--- config.mk ---
export PLATFORM = sky130hd
export DESIGN_NAME = synth_pll_control_regs
export DESIGN_NICKNAME = d
export VERILOG_FILES = /design/src/design/synth_pll_control_regs.v /design/src/design/pin_sync.v /design/src/design/spi_byte_port.v
export VERILOG_INCLUDE_DIRS = /design/src /design/src/design
export SDC_FILE = /design/constraint.sdc
export NUM_CORES = 1
export LEC_CHECK = 0
export CAP_MARGIN = 30
export CORE_MARGIN = 3
export CORE_UTILIZATION = 45
export CTS_BUF_LIST = sky130_fd_sc_hd__clkbuf_4 sky130_fd_sc_hd__clkbuf_8 sky130_fd_sc_hd__clkbuf_16
export DETAILED_ROUTE_END_ITERATION = 10
export DONT_BUFFER_PORTS = 1
export PLACE_DENSITY = 0.62
export SLEW_MARGIN = 20
export SYNTH_ARGS = -nofsm -noshare
export SYNTH_HDL_FRONTEND = slang
export SYNTH_SLANG_ARGS = --single-unit
--- constraint.sdc ---
create_clock -name i_mclk -period 3.2 [get_ports i_mclk]
set_clock_uncertainty 0.1 [all_clocks]
set_input_delay 0.32 -clock i_mclk [delete_from_list [all_inputs] [get_ports i_mclk]]
set_output_delay 0.32 -clock i_mclk [all_outputs]
set_load 0.1 [all_outputs]
--- src/design/synth_pll_map.vh ---
// Purpose: Register offsets, field positions, reset values and lock timing constants.
// Assumes: Byte-wide registers, 7-bit register address carried by the serial port.
// Notes: Included by the control register block.
//
// Overview of operation
// - Hold resync delay bits 23:16; wait then apply.
// - Sdm lsb increment bit adds one to modulator.
// - Out2 amplitude from bits 7:4, 0000 min.
// - Out1 amplitude from bits 3:0, 0000 min.
// - Phase sign 0 adds, 1 subtracts adjustment.
// - Sync powerdown bit powers down sync circuitry.
// - Refdet powerdown bit resets to one, active high.
// - Power control register resets to 0x83.
// - Lockdet powerdown bit powers down lock detector.
// - Bit 1 powers down out1 buffer, resets one.
// - Bit 0 powers down out2 buffer, resets one.
// - Lock rises after 24/32 times power of two, plus three.
// - Lock window width from lock timing bits 7:5.
// - Lock window used only while enable bit set.
// - Feedback divided clock passes only when bit 7.
// - Reference divided clock passes only when bit 6.
// - Lockdet clear bit forces unlocked state while set.
// - Phase code equals degrees times 4096 over 360.
`ifndef SYNTH_PLL_MAP_VH
`define SYNTH_PLL_MAP_VH

// ------------------------------------------------------------
// Register offsets
// ------------------------------------------------------------
`define RESYNC_TOP_ADDR 7'h27
`define MOD_OPTS_ADDR 7'h28
`define AMP_ADDR 7'h29
`define PHASE_PWR_ADDR 7'h2A
`define POWER_ADDR 7'h2B
`define LOCK_TIME_ADDR 7'h2C
`define LOCK_GATE_ADDR 7'h2D

// ------------------------------------------------------------
// Reset values
// ------------------------------------------------------------
`define ZERO_RST 8'h00
`define PHASE_PWR_RST 8'h04
`define POWER_RST 8'h83

// ------------------------------------------------------------
// Field positions
// ------------------------------------------------------------
`define SDM_LSB_INC_BIT 6
`define AUX_SDM_BIT 5
`define OUT2_AMP_MSB 7
`define OUT2_AMP_LSB 4
`define OUT1_AMP_MSB 3
`define OUT1_AMP_LSB 0
`define PHASE_SIGN_BIT 6
`define SYNC_PD_BIT 4
`define REFDET_PD_BIT 2
`define CHIP_PD_BIT 7
`define LOCKDET_PD_BIT 3
`define OUT1_PD_BIT 1
`define OUT2_PD_BIT 0
`define LWIN_W_MSB 7
`define LWIN_W_LSB 5
`define LCNT_MSB 4
`define LCNT_LSB 0
`define FB_GATE_BIT 7
`define REF_GATE_BIT 6
`define LOL_EN_BIT 5
`define LWIN_EN_BIT 4
`define LD_CLEAR_BIT 2

// ------------------------------------------------------------
// Lock timing
// ------------------------------------------------------------
`define LOCK_BASE_EVEN 21'h00018
`define LOCK_BASE_ODD 21'h00020
`define LOCK_OFFSET 21'h00003

`endif

--- src/design/synth_pll_control_regs.v ---
// Purpose: Control registers for resync delay, modulator, amplitude, power and lock detection.
// Assumes: Phase detector, window and divided clocks arrive as asynchronous pins.
// Notes: All outputs are registered one cycle after the register or event that drives them.
`include "synth_pll_map.vh"

module synth_pll_control_regs #(
  parameter SDM_W = 25
) (
  // Clock and reset
  input wire i_mclk,
  input wire i_rst_n,
  // Serial register port
  input wire i_spi_sclk,
  input wire i_spi_cs_n,
  input wire i_spi_mosi,
  output wire o_spi_miso,
  output wire o_spi_miso_oe,
  // Analog and divider pins
  input wire i_pfd_clk,
  input wire i_phase_in_window,
  input wire i_fb_div_clk,
  input wire i_ref_div_clk,
  // Neighbouring register logic
  input wire i_resync_trigger,
  input wire [15:0] i_resync_delay_count_low,
  input wire [7:0] i_phase_adjust,
  input wire [SDM_W-1:0] i_sdm_frac,
  // Resync
  output reg o_resync_apply,
  output reg o_resync_busy,
  // Modulator
  output reg [SDM_W-1:0] o_sdm_frac,
  output reg o_sdm_lsb_increment,
  output reg o_aux_sdm_enable,
  // Output amplitude
  output reg [3:0] o_out1_amplitude,
  output reg [3:0] o_out2_amplitude,
  // Phase adjustment
  output reg o_phase_shift_sign,
  output reg [8:0] o_phase_step,
  // Power down
  output reg o_chip_powerdown,
  output reg o_sync_powerdown,
  output reg o_refdet_powerdown,
  output reg o_lockdet_powerdown,
  output reg o_out1_buffer_powerdown,
  output reg o_out2_buffer_powerdown,
  // Lock detector
  output reg [2:0] o_lock_window_width,
  output reg o_lock_window_enable,
  output reg o_loss_lock_enable,
  output reg o_lock_indication,
  // Gated divided clocks
  output reg o_feedback_div_clk,
  output reg o_reference_div_clk
);
  // ------------------------------------------------------------
  // Pin synchronisation
  // ------------------------------------------------------------
  wire [6:0] pins_s;

  pin_sync #(
    .W(7)
  ) u_pin_sync (
    .i_mclk(i_mclk),
    .i_rst_n(i_rst_n),
    .i_async({i_spi_sclk, i_spi_cs_n, i_spi_mosi, i_pfd_clk, i_phase_in_window,
      i_fb_div_clk, i_ref_div_clk}),
    .o_sync(pins_s)
  );

  wire sclk_s = pins_s[6];
  wire cs_n_s = pins_s[5];
  wire mosi_s = pins_s[4];
  wire pfd_s = pins_s[3];
  wire in_window_s = pins_s[2];
  wire fb_clk_s = pins_s[1];
  wire ref_clk_s = pins_s[0];

  // ------------------------------------------------------------
  // Serial register port
  // ------------------------------------------------------------
  wire [6:0] reg_addr;
  wire reg_wr_en;
  wire [7:0] reg_wr_data;
  reg [7:0] reg_rd_data;

  spi_byte_port u_spi (
    .i_mclk(i_mclk),
    .i_rst_n(i_rst_n),
    .i_sclk_s(sclk_s),
    .i_cs_n_s(cs_n_s),
    .i_mosi_s(mosi_s),
    .i_rd_data(reg_rd_data),
    .o_addr(reg_addr),
    .o_wr_en(reg_wr_en),
    .o_wr_data(reg_wr_data),
    .o_miso(o_spi_miso),
    .o_miso_oe(o_spi_miso_oe)
  );

  // ------------------------------------------------------------
  // Register file
  // ------------------------------------------------------------
  reg [7:0] resync_delay_count_top_byte_r;
  reg [7:0] modulator_options_r;
  reg [7:0] output_amplitude_r;
  reg [7:0] phase_sign_and_detector_power_r;
  reg [7:0] power_control_r;
  reg [7:0] lock_timing_r;
  reg [7:0] lock_and_clock_gating_r;

  always @(posedge i_mclk or negedge i_rst_n) begin
    if (!i_rst_n) begin
      resync_delay_count_top_byte_r <= `ZERO_RST;
      modulator_options_r <= `ZERO_RST;
      output_amplitude_r <= `ZERO_RST;
      phase_sign_and_detector_power_r <= `PHASE_PWR_RST;
      power_control_r <= `POWER_RST;
      lock_timing_r <= `ZERO_RST;
      lock_and_clock_gating_r <= `ZERO_RST;
    end else if (reg_wr_en) begin
      case (reg_addr)
        `RESYNC_TOP_ADDR: resync_delay_count_top_byte_r <= reg_wr_data;
        `MOD_OPTS_ADDR: modulator_options_r <= reg_wr_data;
        `AMP_ADDR: output_amplitude_r <= reg_wr_data;
        `PHASE_PWR_ADDR: phase_sign_and_detector_power_r <= reg_wr_data;
        `POWER_ADDR: power_control_r <= reg_wr_data;
        `LOCK_TIME_ADDR: lock_timing_r <= reg_wr_data;
        `LOCK_GATE_ADDR: lock_and_clock_gating_r <= reg_wr_data;
        default: begin
        end
      endcase
    end
  end

  // Reads return every stored bit; unmapped addresses read zero.
  always @* begin
    case (reg_addr)
      `RESYNC_TOP_ADDR: reg_rd_data = resync_delay_count_top_byte_r;
      `MOD_OPTS_ADDR: reg_rd_data = modulator_options_r;
      `AMP_ADDR: reg_rd_data = output_amplitude_r;
      `PHASE_PWR_ADDR: reg_rd_data = phase_sign_and_detector_power_r;
      `POWER_ADDR: reg_rd_data = power_control_r;
      `LOCK_TIME_ADDR: reg_rd_data = lock_timing_r;
      `LOCK_GATE_ADDR: reg_rd_data = lock_and_clock_gating_r;
      default: reg_rd_data = 8'h00;
    endcase
  end

  // ------------------------------------------------------------
  // Field decode
  // ------------------------------------------------------------
  wire chip_pd = power_control_r[`CHIP_PD_BIT];
  wire sync_pd = phase_sign_and_detector_power_r[`SYNC_PD_BIT] | chip_pd;
  wire lockdet_pd = power_control_r[`LOCKDET_PD_BIT] | chip_pd;
  wire [4:0] lock_cycle_count = lock_timing_r[`LCNT_MSB:`LCNT_LSB];
  wire lock_window_enable = lock_and_clock_gating_r[`LWIN_EN_BIT];
  wire loss_lock_enable = lock_and_clock_gating_r[`LOL_EN_BIT];
  wire lockdet_clear = lock_and_clock_gating_r[`LD_CLEAR_BIT];
  wire phase_shift_sign = phase_sign_and_detector_power_r[`PHASE_SIGN_BIT];

  // Phase detector period tick from the synchronised phase detector clock.
  reg pfd_d_r;
  wire pfd_tick = pfd_s & ~pfd_d_r;

  always @(posedge i_mclk or negedge i_rst_n) begin
    if (!i_rst_n) begin
      pfd_d_r <= 1'b0;
    end else begin
      pfd_d_r <= pfd_s;
    end
  end

  // ------------------------------------------------------------
  // Resynchronization delay
  // ------------------------------------------------------------
  localparam RS_IDLE = 2'b00;
  localparam RS_WAIT = 2'b01;
  localparam RS_APPLY = 2'b10;

  reg [1:0] rs_state_r;
  reg [1:0] rs_state_nxt;
  reg [23:0] rs_count_r;
  reg [23:0] rs_count_nxt;

  always @* begin
    rs_state_nxt = rs_state_r;
    rs_count_nxt = rs_count_r;
    case (rs_state_r)
      RS_IDLE: begin
        if (i_resync_trigger && !sync_pd) begin
          rs_count_nxt = {resync_delay_count_top_byte_r, i_resync_delay_count_low};
          if ({resync_delay_count_top_byte_r, i_resync_delay_count_low} == 24'h000000) begin
            rs_state_nxt = RS_APPLY;
          end else begin
            rs_state_nxt = RS_WAIT;
          end
        end
      end
      RS_WAIT: begin
        if (sync_pd) begin
          rs_state_nxt = RS_IDLE;
        end else if (pfd_tick) begin
          rs_count_nxt = rs_count_r - 24'h000001;
          if (rs_count_r == 24'h000001) begin
            rs_state_nxt = RS_APPLY;
          end
        end
      end
      RS_APPLY: begin
        rs_state_nxt = RS_IDLE;
      end
      default: begin
        rs_state_nxt = RS_IDLE;
      end
    endcase
  end

  always @(posedge i_mclk or negedge i_rst_n) begin
    if (!i_rst_n) begin
      rs_state_r <= RS_IDLE;
      rs_count_r <= 24'h000000;
    end else begin
      rs_state_r <= rs_state_nxt;
      rs_count_r <= rs_count_nxt;
    end
  end

  // ------------------------------------------------------------
  // Lock detector
  // ------------------------------------------------------------
  reg [20:0] lock_cycle_count_r;
  reg ld_locked_r;
  wire [20:0] ld_base = lock_cycle_count[0] ? `LOCK_BASE_ODD : `LOCK_BASE_EVEN;
  wire [20:0] ld_target = (ld_base << lock_cycle_count[4:1]) + `LOCK_OFFSET;
  wire ld_hold = lockdet_pd | lockdet_clear;
  wire ld_miss = lock_window_enable & ~in_window_s;

  always @(posedge i_mclk or negedge i_rst_n) begin
    if (!i_rst_n) begin
      lock_cycle_count_r <= 21'h000000;
      ld_locked_r <= 1'b0;
    end else if (ld_hold) begin
      lock_cycle_count_r <= 21'h000000;
      ld_locked_r <= 1'b0;
    end else if (pfd_tick) begin
      if (ld_miss) begin
        lock_cycle_count_r <= 21'h000000;
        if (loss_lock_enable) begin
          ld_locked_r <= 1'b0;
        end
      end else if (!ld_locked_r) begin
        if (lock_cycle_count_r + 21'h000001 >= ld_target) begin
          ld_locked_r <= 1'b1;
        end else begin
          lock_cycle_count_r <= lock_cycle_count_r + 21'h000001;
        end
      end
    end
  end

  // ------------------------------------------------------------
  // Modulator and phase arithmetic
  // ------------------------------------------------------------
  wire sdm_inc = modulator_options_r[`SDM_LSB_INC_BIT];
  wire [SDM_W-1:0] sdm_sum = i_sdm_frac + {{(SDM_W-1){1'b0}}, sdm_inc};
  // The adjustment code already carries degrees scaled by 4096 over 360.
  wire [8:0] phase_mag = {1'b0, i_phase_adjust};
  wire [8:0] phase_signed = phase_shift_sign ? (9'h000 - phase_mag) : phase_mag;

  // ------------------------------------------------------------
  // Output stage
  // ------------------------------------------------------------
  always @(posedge i_mclk or negedge i_rst_n) begin
    if (!i_rst_n) begin
      o_resync_apply <= 1'b0;
      o_resync_busy <= 1'b0;
      o_sdm_frac <= {SDM_W{1'b0}};
      o_sdm_lsb_increment <= 1'b0;
      o_aux_sdm_enable <= 1'b0;
      o_out1_amplitude <= 4'h0;
      o_out2_amplitude <= 4'h0;
      o_phase_shift_sign <= 1'b0;
      o_phase_step <= 9'h000;
      o_chip_powerdown <= 1'b1;
      o_sync_powerdown <= 1'b1;
      o_refdet_powerdown <= 1'b1;
      o_lockdet_powerdown <= 1'b1;
      o_out1_buffer_powerdown <= 1'b1;
      o_out2_buffer_powerdown <= 1'b1;
      o_lock_window_width <= 3'h0;
      o_lock_window_enable <= 1'b0;
      o_loss_lock_enable <= 1'b0;
      o_lock_indication <= 1'b0;
      o_feedback_div_clk <= 1'b0;
      o_reference_div_clk <= 1'b0;
    end else begin
      o_resync_apply <= (rs_state_r == RS_APPLY);
      o_resync_busy <= (rs_state_r != RS_IDLE);
      o_sdm_frac <= sdm_sum;
      o_sdm_lsb_increment <= sdm_inc;
      o_aux_sdm_enable <= modulator_options_r[`AUX_SDM_BIT];
      o_out1_amplitude <= output_amplitude_r[`OUT1_AMP_MSB:`OUT1_AMP_LSB];
      o_out2_amplitude <= output_amplitude_r[`OUT2_AMP_MSB:`OUT2_AMP_LSB];
      o_phase_shift_sign <= phase_shift_sign;
      o_phase_step <= phase_signed;
      o_chip_powerdown <= chip_pd;
      o_sync_powerdown <= sync_pd;
      o_refdet_powerdown <= phase_sign_and_detector_power_r[`REFDET_PD_BIT] | chip_pd;
      o_lockdet_powerdown <= lockdet_pd;
      o_out1_buffer_powerdown <= power_control_r[`OUT1_PD_BIT] | chip_pd;
      o_out2_buffer_powerdown <= power_control_r[`OUT2_PD_BIT] | chip_pd;
      o_lock_window_width <= lock_timing_r[`LWIN_W_MSB:`LWIN_W_LSB];
      o_lock_window_enable <= lock_window_enable;
      o_loss_lock_enable <= loss_lock_enable;
      o_lock_indication <= ld_locked_r & ~ld_hold;
      o_feedback_div_clk <= fb_clk_s & lock_and_clock_gating_r[`FB_GATE_BIT];
      o_reference_div_clk <= ref_clk_s & lock_and_clock_gating_r[`REF_GATE_BIT];
    end
  end
endmodule

--- src/design/pin_sync.v ---
// Purpose: Two flip-flop synchroniser for a group of asynchronous inputs.
// Assumes: Each bit is an independent level.
// Notes: Only the second stage may be read by other logic.
module pin_sync #(
  parameter W = 1
) (
  // Clock and reset
  input wire i_mclk,
  input wire i_rst_n,
  // Levels
  input wire [W-1:0] i_async,
  output wire [W-1:0] o_sync
);
  reg [W-1:0] meta_r;
  reg [W-1:0] sync_r;

  always @(posedge i_mclk or negedge i_rst_n) begin
    if (!i_rst_n) begin
      meta_r <= {W{1'b0}};
      sync_r <= {W{1'b0}};
    end else begin
      meta_r <= i_async;
      sync_r <= meta_r;
    end
  end

  assign o_sync = sync_r;
endmodule

--- src/design/spi_byte_port.v ---
// Purpose: Serial register port, mode 0, instruction byte then data byte.
// Assumes: Synchronised pins; serial clock at most one eighth of the system clock.
// Notes: Instruction bit 7 high reads, low writes; bits 6:0 address.
module spi_byte_port (
  // Clock and reset
  input wire i_mclk,
  input wire i_rst_n,
  // Synchronised pins
  input wire i_sclk_s,
  input wire i_cs_n_s,
  input wire i_mosi_s,
  // Register side
  input wire [7:0] i_rd_data,
  output wire [6:0] o_addr,
  output wire o_wr_en,
  output wire [7:0] o_wr_data,
  // Serial data out
  output wire o_miso,
  output wire o_miso_oe
);
  reg sclk_d_r;
  reg [4:0] cnt_r;
  reg [7:0] shift_r;
  reg [7:0] out_r;
  reg rd_r;
  reg [6:0] addr_r;
  reg wr_r;
  reg [7:0] wdata_r;
  reg miso_r;
  reg oe_r;
  wire rise = i_sclk_s & ~sclk_d_r;
  wire fall = ~i_sclk_s & sclk_d_r;

  always @(posedge i_mclk or negedge i_rst_n) begin
    if (!i_rst_n) begin
      sclk_d_r <= 1'b0;
      cnt_r <= 5'h00;
      shift_r <= 8'h00;
      out_r <= 8'h00;
      rd_r <= 1'b0;
      addr_r <= 7'h00;
      wr_r <= 1'b0;
      wdata_r <= 8'h00;
      miso_r <= 1'b0;
      oe_r <= 1'b0;
    end else begin
      sclk_d_r <= i_sclk_s;
      wr_r <= 1'b0;
      if (i_cs_n_s) begin
        cnt_r <= 5'h00;
        oe_r <= 1'b0;
      end else if (rise && cnt_r < 5'h10) begin
        shift_r <= {shift_r[6:0], i_mosi_s};
        cnt_r <= cnt_r + 5'h01;
        if (cnt_r == 5'h07) begin
          rd_r <= shift_r[6];
          addr_r <= {shift_r[5:0], i_mosi_s};
        end
        if (cnt_r == 5'h0F && !rd_r) begin
          wr_r <= 1'b1;
          wdata_r <= {shift_r[6:0], i_mosi_s};
        end
      end else if (fall && rd_r && cnt_r == 5'h08) begin
        miso_r <= i_rd_data[7];
        out_r <= {i_rd_data[6:0], 1'b0};
        oe_r <= 1'b1;
      end else if (fall && rd_r && cnt_r > 5'h08) begin
        miso_r <= out_r[7];
        out_r <= {out_r[6:0], 1'b0};
      end
    end
  end

  assign o_addr = addr_r;
  assign o_wr_en = wr_r;
  assign o_wr_data = wdata_r;
  assign o_miso = miso_r;
  assign o_miso_oe = oe_r;
endmodule

After elaboration in Yosys (flattened, before gate mapping)
Cells that the tools add are included.
- input port bits: 59
- bits in registers: 220
- memories kept: 0
- ROM bits: 0
- logic and storage cells: 165
- bits in latches: 0
- memory bits (writable): 0
- output and inout bits: 63
- add/subtract/negate cells: 6
- $lt $le $gt $ge: 3
- shift-type cells: 1
- bitwise gates (word level): 20
- divide/modulo/power cells: 0
- eq/ne operators: 22
- reductions and logical operators: 32
- multipliers: 0
- mux-type cells: 36
- operators with widths (operator ; number):
    $mux W21 ; 5
    $mux W24 ; 3
    $pmux W8 S7 ; 1
    $eq A7 B6 Y1 const B ; 7
    $pmux W24 S2 ; 1
    $add A25 B1 Y25 ; 1
    $eq A24 B1 Y1 const B ; 1
    $logic_not A24 Y1 ; 1
    $sub A24 B1 Y24 const B ; 1
    $add A21 B1 Y21 const B ; 1
    $add A21 B2 Y21 const B ; 1
    $ge A21 B21 Y1 ; 1
    $shl A6 B4 Y21 ; 1
    $reduce_and A2 Y1 ; 10
    $mux W8 ; 2
    $reduce_and A3 Y1 ; 5
    $mux W1 ; 14
    $ne A3 B3 Y1 const B ; 4
    $reduce_bool A2 Y1 ; 6
    $eq A5 B4 Y1 const B ; 2
    $mux W2 ; 5
    $mux W5 ; 2
    $mux W9 ; 1
    $sub A1 B8 Y9 const A ; 1
    other kinds (17) ; 43

Logic depth before layout (Yosys ltp)
- depth after elaboration: 9
- mapped depth: 16

Hierarchy
From an unflattened synthesis, not the netlist that was laid out.
- cell total of the unflattened synthesis: 910
- area total of the unflattened synthesis: 10460.0 um^2
- modules (own cells, without submodules) (module ; sequential area each (um^2) ; area an instance (um^2) ; cells each ; times used):
    synth_pll_control_regs ; 4166.5 ; 8414.3 ; 781 ; 1
    spi_byte_port ; 975.9 ; 1695.4 ; 115 ; 1
    pin_sync ; 350.3 ; 350.3 ; 14 ; 1

Worst setup path before layout
No wires, ideal clock.
- path kind: flip-flop to flip-flop
- from: reg lock_cycle_count_r[1]
- to: reg lock_cycle_count_r[16]
- stages on the path, launching flop included: 16
- path buffers: 3
- clock period less this slack: 3440 ps
- setup slack: -240 ps
- data arrival time: 3219 ps
- required time: 2979 ps
- cell sequence: dfrtp_1 > ha_1 > nand2_1 > or3_1 > clkbuf_1 > nor4_1 > xor2_1 > ha_1 > a211oi_1 > o21ai_0 > nand2b_1 > buf_2 > nand3b_1 > o311a_1 > buf_2 > a22o_1
- word-level cells in the longest chain between the ends: 6
- elaborated cells on any way between the ends: 9
- those cells by class: 1 x add/sub; 1 x order compare; 1 x eq/ne; 5 x mux; 1 x reduce/logical
- ends and longest elaborated chain (what ; RTL line ; text):
    start: declaration ; synth_pll_control_regs.v:233 ; reg [20:0] lock_cycle_count_r;
    start signal: assignment ; synth_pll_control_regs.v:257 ; lock_cycle_count_r <= lock_cycle_count_r + 21'h000001;
    $add A21 B1 Y21 (*) ; synth_pll_control_regs.v:254, synth_pll_control_regs.v:257 ;
    branches (longest 5 deep; another with $ge A21 B21 Y1) ; n/a ;
Mark *: on every way between the ends. The select of a mux whose other input is x is not followed.
A chain may end at the register's enable or synchronous reset.

Final worst setup path
- from: reg lock_cycle_count_r[1]
- to: reg lock_cycle_count_r[15]
Same word-level chain as after synthesis.

==> impl_metrics.yaml <==
placement:
  port_buffers: 0
  place.gp.congestion: 0.8946
  hpwl_um: 16190
  dp_slack_ns: -0.1994
  placed_cell_area_um2: 10930
critical_path:
  arrival_ns: 3.68
  crit_type: "flip-flop to flip-flop"
  crit_required_ns: 3.54
  r2r_cells: 15
  critPathMaxFanout: 5
  r2r_slack_ns: -0.14
  cp-start-kind: "flip-flop"
  end_kind: "flip-flop"
logic_synthesis:
  yosys_warnings: 0
  synthCells: 943
  syn_area_um2: 10290
  synth_edf_count: 0
  avgSynthCellArea_um2: 10.92
  synthFlopType: "dfrtp_1"
  synth_cell_types: 68
  ys_ff_latch: 219
  ys_seq_area_share_pct: 53.35
  ys_async_sr_fraction_pct: 100.0
  syn-num-nets: 1032
job:
  cap_violations: 0
sta:
  worst_slew_margin_rel_pct: 38.29
  fin_crit_ns: 3.342
  tightest_slew_ns: 0.9256
  fin_crit_sh_pct: 104.4
  rsz0062_at_grt: "yes"
  hold_viol_final: 219
  finalWorstSetupSlack_ns: -0.1423
  setup_tns_ns: -0.9981
  fmaxAchievable_ghz: 0.2992
  setup_viol_count_final: 17
  final_max_slew_viol_count: 0
  hold-worst-slack_ns: -0.6207
pwr:
  power_uw: 7915
  vdd_drop_max_uv: 452.8
  power_leakage_uw: 0.005737
  power_density_nw_per_um2: 617.5
routing:
  antenna_left: 0
  drtPass1Iterations: 4
  wire_per_inst_um: 18.60
  vias: 7708
  via_per_inst: 5.647
  routed_wl_um: 25390
  drc_errors: 0
  drt_iter0_drc: 601
die:
  coreArea_um2: 22160
  num_rows: 54
  die_w_um: 157.3
  initial_core_util_pct: 46.45
  die_h_um: 157.3
  die-area_um2: 24730
  ios: 122
finish:
  fin_area_um2: 12820
  fillerInstances: 1820
  num_antenna_cells: 0
  areaGrowthSynthToFinish_pct: 24.50
  drive_gt1_share_pct: 22.76
  multi_input_area_um2: 4837
  nNetsFinal: 1157
  regArea_um2: 5493
global_routing:
  grtUsageTotal_pct: 20.74
  grt_max_degree: 220
  grt_pass1_vias: 7942
  grt_overflow: 0
  antenna_found_initial: 0
  grt_pass1_wl_um: 41830
clocking:
  clk_latency_ns: 0.53
  ctsHtreeMaxLevel: 1
  clock-root-buffer: "clkbuf_16"
  cts_buffer_depth: 3
  cts_tree: "yes"
  numClockSinks: 219
  cts_buffers: 25
  hold_buffers: 72
  clkTransAtPathRegs_ns: 0.06
run_status:
  failed_checks: "hold timing, setup timing"
  status: "finished with violations"
min_path:
  hold_class: "input port to async pin"
==> metal layers <==
layer,vias up,wire length [um],GRT usage [%]
li1,3676,-,-
met1,3814,11460,28.94
met2,182,12010,33.36
met3,36,1369,4.317
met4,0,552,5.248
met5,-,0,0
==> report_power, final <==
group	total [uW]	switching, uW	internal [uW]
Clock	3010	1120	1890
Combinational	1340	726	613
Sequential	3560	530	3030
==> cell families after synthesis <==
family	Yosys count	share of synthesized area, %
AND/OR/NAND/NOR	319	15.45
flip-flops	219	53.35
AO/OA/AOI/OAI	190	12.49
multiplexers	79	8.568
buffers and inverters	55	2.151
XOR/XNOR	51	4.339
adder cells (fa/ha/maj)	30	3.646
==> stage by stage <==
stage | std cells | util, % | hold WS (ns)
after detailed placement | 1238 | 49.30 | -0.06664
after global routing | 1365 | 57.84 | -0.6368
final | 1365 | 57.84 | -0.6207
after CTS | 1360 | 57.33 | -0.6353
after global placement | 1238 | 49.30 | -0.06830
after floorplan | 943 | - | -0.07559
==> critical path, cell delays in order, from the launching register on <==
cell,delay (ns)
dfrtp_1,0.35
ha_2,0.18
nand2_2,0.06
or3_4,0.38
nor2_4,0.13
nand2_2,0.08
xnor2_2,0.23
ha_4,0.25
nand4_1,0.12
buf_4,0.13
nor4_2,0.03
a311oi_2,0.32
a21boi_2,0.14
buf_4,0.16
or3_4,0.39
o31ai_2,0.20
==> path summary, 6_finish.rpt <==
| kind | startpoint | to |
|---|---|---|
| max reg2reg | lock_cycle_count_r[1] | lock_cycle_count_r[15] |
| min in group i_mclk | i_resync_delay_count_low[7] | rs_count_r[7] |
| min reg2reg | u_pin_sync.meta_r[1] | u_pin_sync.o_sync[1] |
| max | lock_cycle_count_r[1] | lock_cycle_count_r[15] |
| max in group asynchronous | i_rst_n | power_control_r[0] |
| min | i_rst_n | rs_count_r[5] |
==> flip-flops by register name (all words and copies together), names as in the netlist, 5 cells and up <==
| register | count |
|---|---|
| o_sdm_frac | 25 |
| rs_count_r | 24 |
| lock_cycle_count_r | 21 |
| o_phase_step | 9 |
| lock_and_clock_gating_r | 8 |
| lock_timing_r | 8 |
| modulator_options_r | 8 |
| output_amplitude_r | 8 |
| phase_sign_and_detector_power_r | 8 |
| power_control_r | 8 |
| resync_delay_count_top_byte_r | 8 |
| u_spi.o_wr_data | 8 |
| u_pin_sync.meta_r | 7 |
| u_pin_sync.o_sync | 7 |
| u_spi.o_addr | 7 |
| u_spi.out_r | 7 |
| u_spi.shift_r | 7 |
| u_spi.cnt_r | 5 |
==> synthesized netlist by cell type (3+ instances only) <==
library cell | instances | area share (%)
a21oi_1 | 45 | 2.2
a221o_1 | 3 | 0.29
a22o_1 | 15 | 1.3
a22oi_1 | 22 | 1.6
a31oi_1 | 4 | 0.24
a32oi_1 | 5 | 0.43
and2_1 | 4 | 0.24
and3_1 | 10 | 0.61
and4_1 | 5 | 0.43
buf_2 | 5 | 0.24
clkbuf_1 | 30 | 1.1
dfrtp_1 | 209 | 51
dfstp_2 | 10 | 2.6
ha_1 | 30 | 3.6
inv_1 | 16 | 0.58
mux2_2 | 73 | 8.0
mux2i_1 | 6 | 0.58
nand2_1 | 98 | 3.6
nand2b_1 | 18 | 1.1
nand3_1 | 30 | 1.5
nand3b_1 | 4 | 0.29
nand4_1 | 16 | 0.97
nor2_1 | 62 | 2.3
nor2b_1 | 10 | 0.61
nor3_1 | 21 | 1.0
nor3b_1 | 4 | 0.29
nor4_1 | 14 | 0.85
o21ai_0 | 41 | 2.0
o22ai_1 | 6 | 0.36
o2bb2ai_1 | 4 | 0.34
o311ai_0 | 9 | 0.77
o31ai_1 | 11 | 0.80
or2_2 | 8 | 0.49
or3_1 | 4 | 0.24
xnor2_1 | 33 | 2.8
xor2_1 | 18 | 1.5
==> cells in the final DEF (no fill, tap or decap), types with 5 or more instances in the layout <==
cell	netlist	final
or2_2	8	8
nor2_1	62	60
o31ai_2	0	8
clkbuf_4	0	7
clkbuf_16	0	25
buf_4	2	60
inv_1	16	16
a21oi_1	45	44
nand3_1	30	29
nor2b_1	10	9
nand2b_1	18	17
ha_1	30	28
o22ai_1	6	6
dfrtp_1	209	209
and3_1	10	10
nand4_1	16	16
dlygate4sd3_1	0	72
nor3_1	21	21
o311ai_2	0	6
mux2_2	73	72
nand2_1	98	96
a22oi_1	22	22
dfstp_2	10	10
and4_1	5	5
nor4_1	14	11
a22o_1	15	15
o21ai_0	41	39
xor2_1	18	18
mux2i_1	6	6
xnor2_1	33	32
==> layout make-up <==
| cell class | count | share of cell area, % |
|---|---|---|
| Clock buffer | 35 | 5.613 |
| Clock inverter | 9 | 1.250 |
| Inverter | 17 | 0.4979 |
| Multi-Input combinational cell | 671 | 37.74 |
| Sequential cell | 219 | 42.85 |
| Tap cell | 280 | 2.733 |
| Timing Repair Buffer | 134 | 9.313 |
==> repair_timing <==
| item | in CTS | in global routing |
|---|---|---|
| endpoints found under the setup margin | 21 | 22 |
| setup buffers | 4 | 5 |
| pin swaps | 10 | 10 |
| gates cloned | 2 | 0 |
| gates resized for setup | 33 | 13 |
| endpoints found under the hold margin | 277 | 219 |
Note: power is estimated with default switching activity, not from simulation.
